$ cat config.mk
export PLATFORM = sky130hd
export DESIGN_NAME = sas_slave
export DESIGN_NICKNAME = d
export VERILOG_FILES = /design/src/include/sas_pkg.sv /design/src/design/sas_sync.sv /design/src/design/sas_slave.sv
export SDC_FILE = /design/constraint.sdc
export NUM_CORES = 1
export LEC_CHECK = 0
export ABC_AREA = 1
export ABC_CLOCK_PERIOD_IN_PS = 7200
export BUFFER_PORTS_ARGS = -buffer_cell sky130_fd_sc_hd__buf_4
export CAP_MARGIN = 10
export CELL_PAD_IN_SITES_DETAIL_PLACEMENT = 1
export CELL_PAD_IN_SITES_GLOBAL_PLACEMENT = 2
export CORE_UTILIZATION = 35
export CTS_CLUSTER_SIZE = 24
export DETAILED_ROUTE_END_ITERATION = 6
export PLACE_DENSITY = 0.8
export SYNTH_ARGS = -nofsm -noshare
export SYNTH_HDL_FRONTEND = slang
export SYNTH_SLANG_ARGS = --single-unit
$ cat constraint.sdc
create_clock -name mclk -period 7.2 [get_ports mclk]
set_input_delay 0.36 -clock mclk [delete_from_list [all_inputs] [get_ports mclk]]
set_output_delay 0.36 -clock mclk [all_outputs]
set_load 0.02 [all_outputs]
$ cat src/include/sas_pkg.sv
package sas_pkg;
  // slave addresses chosen by the straps
  localparam logic [6:0] ADDR_DEFAULT = 7'h2e;
  localparam logic [6:0] ADDR_SEL_LOW = 7'h2c;
  localparam logic [6:0] ADDR_SEL_HIGH = 7'h2d;
  // internal register map
  localparam logic [7:0] REG_DEVICE_IDENTITY = 8'h3d;
  // identity value is arbitrary, not a real part code
  localparam logic [7:0] IDENTITY_VALUE = 8'h5a;
  // clock and timeout figures
  localparam int CLK_MHZ = 125;
  localparam int TIMEOUT_MIN_MS = 15;
  localparam int TIMEOUT_MAX_MS = 35;
  // timeout set exactly at the minimum, no rounding
  localparam int TIMEOUT_CYCLES = TIMEOUT_MIN_MS * 1000 * CLK_MHZ;
  // bit counter values
  localparam logic [3:0] BIT_ADDR_LATCH = 4'h7;
  localparam logic [3:0] BIT_ACK = 4'h8;
  // start-up strap capture delay after reset release
  localparam logic [1:0] STRAP_WAIT = 2'h2;
endpackage : sas_pkg

$ cat src/design/sas_sync.sv
`timescale 1ns/1ps
// two-stage synchroniser for a group of levels
module sas_sync #(
  parameter int WIDTH = 2
) (
  input wire logic clk,
  input wire logic rstB,
  input wire logic [WIDTH-1:0] din,
  output logic [WIDTH-1:0] dout
);
  logic [WIDTH-1:0] meta_reg;

  // first stage read only by the second
  always_ff @(posedge clk or negedge rstB) begin
    if (!rstB) begin
      meta_reg <= '1;
      dout <= '1;
    end else begin
      meta_reg <= din;
      dout <= meta_reg;
    end
  end
endmodule : sas_sync

$ cat src/design/sas_slave.sv
`timescale 1ns/1ps
// Notes on behaviour
// - strap enable high: answer at 0x2E
// - strap enable low: select pin picks address
// - straps sampled once after power-up
// - address frozen on first match, eighth rise
// - after freezing, strap changes ignored
// - compare upper seven bits of address byte
// - SCL low too long aborts; can disable
// - identity register at 0x3D, read only
// - alert pin reconfigurable as open-drain alert
// - timeout disable and alert enable are pins, not bus controls
// - select low 0x2C, select high 0x2D
// - acknowledge match by pulling SDA low
module sas_slave #(
  parameter int TIMEOUT_CYC = sas_pkg::TIMEOUT_CYCLES
) (
  input wire logic mclk,
  input wire logic rst_b,
  input wire logic sclIn,
  input wire logic sdaIn,
  output logic sdaOut,
  output logic sdaOe,
  input wire logic address_strap_enable,
  input wire logic addrSelect,
  input wire logic timeoutDisable,
  input wire logic alertEnable,
  input wire logic limitAlarm,
  output logic alertOut,
  output logic alertOe,
  output logic addrFrozen
);
  // reset release and synchronised bus lines
  // the bus lines come from a resolved open-drain wire, so the
  // slave also sees its own pull-down echoed back through here
  logic rstMeta_reg; // first reset release stage
  logic rstB; // released copy used by the rest of the block
  logic [1:0] busSync; // {scl, sda} after two flops
  logic sclQ_reg; // scl one cycle back
  logic sdaQ_reg; // sda one cycle back
  logic sclNow; // current scl level
  logic sdaNow; // current sda level

  // reset assert is immediate, release waits two edges
  // so no flop leaves reset on a half-settled edge
  always_ff @(posedge mclk or negedge rst_b) begin
    if (!rst_b) begin
      rstMeta_reg <= 1'b0;
      rstB <= 1'b0;
    end else begin
      rstMeta_reg <= 1'b1;
      rstB <= rstMeta_reg;
    end
  end

  sas_sync #(.WIDTH(2)) uSync (
    .clk(mclk),
    .rstB(rstB),
    .din({sclIn, sdaIn}),
    .dout(busSync)
  );
  assign sclNow = busSync[1];
  assign sdaNow = busSync[0];

  // previous values for edge detection
  // reset to the idle high level so no false edge follows reset
  always_ff @(posedge mclk or negedge rstB) begin
    if (!rstB) begin
      sclQ_reg <= 1'b1;
      sdaQ_reg <= 1'b1;
    end else begin
      sclQ_reg <= sclNow;
      sdaQ_reg <= sdaNow;
    end
  end

  // bus events, all two cycles behind the pins
  // limitation: bus half periods must be well above three cycles
  logic sclRise; // scl low to high
  logic sclFall; // scl high to low
  logic startCond; // sda falls while scl high
  logic stopCond; // sda rises while scl high
  assign sclRise = sclNow & ~sclQ_reg;
  assign sclFall = ~sclNow & sclQ_reg;
  assign startCond = sclNow & sclQ_reg & sdaQ_reg & ~sdaNow;
  assign stopCond = sclNow & sclQ_reg & ~sdaQ_reg & sdaNow;

  // strap capture a few cycles after reset release
  // waiting lets the strap pins settle after power-up;
  // starts seen before the capture are ignored on purpose
  logic [1:0] strapCnt_reg; // settle counter
  logic strapDone_reg; // straps captured
  logic [6:0] candAddr_reg; // address picked by the straps
  logic [6:0] frozenAddr_reg; // address kept after first match
  logic [6:0] myAddr; // address in use now

  // one-shot capture; the straps are never read again
  always_ff @(posedge mclk or negedge rstB) begin
    if (!rstB) begin
      strapCnt_reg <= 2'h0;
      strapDone_reg <= 1'b0;
      candAddr_reg <= sas_pkg::ADDR_DEFAULT;
    end else if (!strapDone_reg) begin
      strapCnt_reg <= strapCnt_reg + 2'h1;
      if (strapCnt_reg == sas_pkg::STRAP_WAIT) begin
        strapDone_reg <= 1'b1;
        if (address_strap_enable)
          candAddr_reg <= sas_pkg::ADDR_DEFAULT;
        else if (addrSelect)
          candAddr_reg <= sas_pkg::ADDR_SEL_HIGH;
        else
          candAddr_reg <= sas_pkg::ADDR_SEL_LOW;
      end
    end
  end

  // frozen address wins once latched; straps no longer matter
  assign myAddr = addrFrozen ? frozenAddr_reg : candAddr_reg;

  // byte engine
  typedef enum logic [4:0] {
    ST_IDLE = 5'b00001,
    ST_ADDR = 5'b00010,
    ST_WRITE = 5'b00100,
    ST_READ = 5'b01000,
    ST_WAIT = 5'b10000
  } sas_state_t;

  // last data bit count in a read byte
  localparam logic [3:0] BIT_LAST = 4'h7;

  sas_state_t state_reg; // byte engine state
  logic [3:0] bitCnt_reg; // bits seen in the current byte
  logic [7:0] shift_reg; // receive or transmit shifter
  logic rnw_reg; // direction bit of the address byte
  logic byteIdx_reg; // set once the pointer byte is in
  logic [7:0] ptr_reg; // register pointer
  logic [7:0] txByte; // byte returned on a read
  logic timeout; // clock held low too long
  logic [31:0] lowCnt_reg; // cycles of scl low in a transfer

  // only the identity register lives in this block
  assign txByte = (ptr_reg == sas_pkg::REG_DEVICE_IDENTITY) ?
                  sas_pkg::IDENTITY_VALUE : 8'h00;

  // clock-low watchdog
  // only counts inside a transfer so an idle low line is harmless;
  // saturates instead of wrapping; the abort to idle then clears the count, so the timeout lasts two cycles
  always_ff @(posedge mclk or negedge rstB) begin
    if (!rstB) begin
      lowCnt_reg <= 32'h0;
    end else if (sclNow || state_reg == ST_IDLE) begin
      lowCnt_reg <= 32'h0;
    end else if (lowCnt_reg < 32'(TIMEOUT_CYC)) begin
      lowCnt_reg <= lowCnt_reg + 32'h1;
    end
  end
  assign timeout = !timeoutDisable &&
                   (lowCnt_reg >= 32'(TIMEOUT_CYC));

  // protocol sequencing
  // priority: timeout, then start, then stop, then the byte engine;
  // sda only ever changes after a seen scl fall, so the line is
  // stable while the master samples it with scl high
  always_ff @(posedge mclk or negedge rstB) begin
    if (!rstB) begin
      state_reg <= ST_IDLE;
      bitCnt_reg <= 4'h0;
      shift_reg <= 8'h00;
      rnw_reg <= 1'b0;
      byteIdx_reg <= 1'b0;
      ptr_reg <= 8'h00;
      sdaOut <= 1'b1;
      sdaOe <= 1'b0;
      addrFrozen <= 1'b0;
      frozenAddr_reg <= sas_pkg::ADDR_DEFAULT;
    end else if (timeout) begin
      state_reg <= ST_IDLE;
      sdaOe <= 1'b0;
      sdaOut <= 1'b1;
    end else if (startCond && strapDone_reg) begin
      state_reg <= ST_ADDR;
      bitCnt_reg <= 4'h0;
      byteIdx_reg <= 1'b0;
      sdaOe <= 1'b0;
    end else if (stopCond) begin
      state_reg <= ST_IDLE;
      sdaOe <= 1'b0;
    end else begin
      unique case (state_reg)
        // nothing to do until a start
        ST_IDLE: begin
          sdaOe <= 1'b0;
        end
        // address and write bytes share the receive path
        ST_ADDR, ST_WRITE: begin
          if (sclRise && bitCnt_reg < sas_pkg::BIT_ACK) begin
            shift_reg <= {shift_reg[6:0], sdaNow};
            // eighth rise closes the seven address bits
            if (state_reg == ST_ADDR && bitCnt_reg == sas_pkg::BIT_ADDR_LATCH
                && shift_reg[6:0] == myAddr && !addrFrozen) begin
              addrFrozen <= 1'b1;
              frozenAddr_reg <= myAddr;
            end
            bitCnt_reg <= bitCnt_reg + 4'h1;
          end else if (sclFall && bitCnt_reg == sas_pkg::BIT_ACK) begin
            if (state_reg == ST_ADDR) begin
              if (shift_reg[7:1] == myAddr) begin
                sdaOe <= 1'b1;
                sdaOut <= 1'b0;
                rnw_reg <= shift_reg[0];
              end else begin
                state_reg <= ST_WAIT;
              end
            end else begin
              sdaOe <= 1'b1;
              sdaOut <= 1'b0;
              // first byte loads the pointer; others go nowhere here
              if (!byteIdx_reg)
                ptr_reg <= shift_reg;
              byteIdx_reg <= 1'b1;
            end
            bitCnt_reg <= 4'h9;
          end else if (sclFall && bitCnt_reg == 4'h9) begin
            bitCnt_reg <= 4'h0;
            if (state_reg == ST_ADDR && rnw_reg) begin
              state_reg <= ST_READ;
              shift_reg <= {txByte[6:0], 1'b0};
              sdaOe <= ~txByte[7];
              sdaOut <= 1'b0;
            end else begin
              state_reg <= ST_WRITE;
              sdaOe <= 1'b0;
            end
          end
        end
        // one byte out, msb first, changed on each scl fall
        ST_READ: begin
          if (sclFall) begin
            if (bitCnt_reg < BIT_LAST) begin
              sdaOe <= ~shift_reg[7];
              shift_reg <= {shift_reg[6:0], 1'b0};
              bitCnt_reg <= bitCnt_reg + 4'h1;
            end else begin
              // release for master ack; stay released till start or stop
              sdaOe <= 1'b0;
              state_reg <= ST_WAIT;
            end
          end
        end
        // not addressed or done: hands off until start or stop
        ST_WAIT: begin
          sdaOe <= 1'b0;
        end
        // illegal one-hot code: recover to idle
        default: begin
          state_reg <= ST_IDLE;
          sdaOe <= 1'b0;
        end
      endcase
    end
  end

  // alert pin: open drain, pulled low on alarm when enabled
  // data level is fixed low; only the enable moves, so the pin
  // can never be driven high against other open-drain parties
  always_ff @(posedge mclk or negedge rstB) begin
    if (!rstB) begin
      alertOut <= 1'b1;
      alertOe <= 1'b0;
    end else begin
      alertOut <= 1'b0;
      alertOe <= alertEnable & limitAlarm;
    end
  end
endmodule : sas_slave

==> results.md <==
* Worst EP required at approximately 7400 ps
* Largest net degree at the start of global routing at 54
* Initial antenna violation count at 0
* Fin crit period at about 2000 ps
* GR Util All Layers at between 10% and 20%
* Total wire length at 11200 µm
* Util after Layout at roughly two fifths
* Final global-route overflow total at 0
* Seq/Total Area, Yosys at roughly 47%
* Vias/cell at 4.83
* Type of origin of the critical path: register
* H-tree Lvls at 3
* Post-Syn Nets at ~600
* TritonCTS buffer count at 9
* Clock Pin Slew Worst Setup and Hold Paths at roughly 70 ps
* Commonest non-fill, non-tap cell in the layout: nand2_1
* Core Area at 0.0126 mm²
* PortBufs at 13
* CTS root buffer: clkbuf_16
* FP Rows at 41
* Number of global-route vias before repair at 4044
* Number of synthesized flops with an enable pin at 0
* Outcome: finished clean
* Actual slew at the worst max-slew pin at 697 ps
* Post-route insts no fill at 784
* Critical Path End Type: register
* Mean Syn Cell Area at 7.72 µm²
* Async SR Flop Fraction at 100%
* Initial DRC count at approximately 140
* # DRC at 0
* First-pass GRT wire length at 19900 µm
* Arrival time at the worst endpoint at 2270 ps
* F_max at 491 MHz
* CP max FO at 16
* Slew Viols, Final at 0
* MaxCap Viol Count at 0
* CTS tree: done
* Die height at 116 µm
* I/O Pins at 14
* Yosys Warn Count at 0
* Register bit count reported by yosys at 84
* Synth Flop Type: dfrtp_1
* Power, Total at 1.24 mW
* Latest clock arrival within the worst-skew pair at approximately 350 ps
* Sequential Area at 0.00212 mm²
* Die width at approximately 120 µm
* DR vias at 3790
* Final hold viol count at 0
* Max reg flops at 32
* Detailed Place HPWL at around 8500 µm
* Layout cells sized above 1 at 14.7%
* Final Skew at 9.14 ps
* Die area at 0.0134 mm²
* RSZ-0062 raised after global routing: no
* Post-Syn Instances at 587
* Cell Area, Synth at ~0.0045 mm²
* Placed Instances at 767
* LEAKAGE at 2.41 nW
* RD Place Congestion at 0.836
* Clk buf depth at 2
* R2r startpoint: state_reg[2]
* Synthesis-to-finish area growth at 12.6%
* Hold Crit Class: input pin to register
* Tcrit/Tclk final at 28.3%
* Nets at 622
* Multi-input logic area at 0.00203 mm²
* Setup TNS at 0 ps
* Antenna viol nets, final at 0
* Synth unique cells at 38
* Power per Cell Area at 243 mW/mm²
* Clock Sinks at 84
* DRT Pass-1 Iters at 4
* Commonest cells after routing, fill and taps aside: 153 x nand2_1, 75 x inv_1, 69 x dfrtp_1
* Setup Buffers After CTS at 0
* Relative slew slack at 53.5%
* Final setup vio count at 0
* Min-delay src: sdaIn
* Fillers at 1598
* Hold slack final at 117 ps
* CP startpoint: state_reg[2]
* Critical path class: register to register
* VDD IR max at roughly 0.1 mV
* Number of antenna diodes at 0
* Avg WL per Cell at 14.3 µm
* Initial Util at 35.9%
## cell type report
class	instances	share of cell area, %
Inverter	88	6.48
Timing Repair Buffer	16	2.40
Sequential cell	84	41.6
Multi-Input combinational cell	408	39.8
Clock buffer	10	4.49
Tap cell	172	4.22
Clock inverter	6	0.982
## report_power, final
group          switching [mW]  leakage (nW)  internal, mW
sequential             0.0327          1.08         0.504
combinational           0.181          1.19        0.0803
clock                   0.205         0.129         0.237
## cell families (layout without fill, tap and decap cells)
| kind of cell | Yosys count | after routing | share of synthesized area [%] |
|---|---|---|---|
| buf+inv | 95 | 120 | 8.43 |
| compound gates | 63 | 63 | 8.15 |
| simple gates | 327 | 327 | 32.9 |
| xor+xnor | 10 | 10 | 1.93 |
| other cells | 2 | 2 | 0.166 |
| flops | 84 | 84 | 46.8 |
| fa+ha+maj | 6 | 6 | 1.66 |
## repair_timing
item	4_1_cts	5_1_grt
resized for setup	0	0
hold endpoints to repair	2	0
hold buffers	1	0
## final timing paths
check	to	slack, ps	cells past startpoint
max in group asynchronous	lowCnt_reg[9]	5890	1
hold / removal	uSync.meta_reg[0]	120	1
setup / recovery	shift_reg[1]	5160	10
setup reg to reg	shift_reg[1]	5160	10
min in group asynchronous	lowCnt_reg[27]	250	0
hold reg to reg	lowCnt_reg[27]	250	0
## worst max-delay path: stages (launching register included)
cell     delay, ps
dfrtp_1        420
nor2_1         160
inv_1           90
nor2_2         230
nand2_1        120
o21ai_0        200
nor2_1          90
nor2_4         100
nand4_4        250
nand2_1        190
o21ai_2         70
## synth_stat cells (2+ instances only)
cell	number	area [µm²]
o21ai_1	2	10.0
ha_1	6	75.1
o21ai_2	8	70.1
conb_1	2	7.51
buf_2	2	10.0
inv_1	75	282
clkbuf_1	2	7.51
o31ai_1	3	22.5
a21oi_1	19	95.1
nand2_1	153	574
nand3_2	4	40.0
nor3b_1	2	15.0
inv_2	12	45.0
nor3_1	14	70.1
dfstp_2	14	368
nor3_2	2	20.0
dfrtp_1	70	1750
nand2_2	2	12.5
xor2_1	8	70.1
nand4_1	14	87.6
nor2_2	8	50.1
o21ai_0	28	140
xnor2_1	2	17.5
buf_6	3	33.8
nand3_1	51	255
nor2_1	65	244
nand2_4	3	33.8
nor2_4	2	22.5
nand3b_1	2	15.0
## metal layers
metal	vias up	wire [µm]	track usage [%]
li1	1897	-	-
met1	1856	5190	24.5
met2	23	5670	33.6
met3	14	173	2.82
met4	0	187	7.44
met5	-	0	0
## per-stage QoR
stage | area, µm² | setup slack (ps)
6_report | 5100 | 5160
4_1_cts | 5100 | 5150
3_3_place_gp | 4810 | 5200
5_1_grt | 5100 | 4840
2_1_floorplan | 4530 | 4710
3_5_place_dp | 4810 | 5160
No activity file was read; power rests on OpenSTA's default activity.
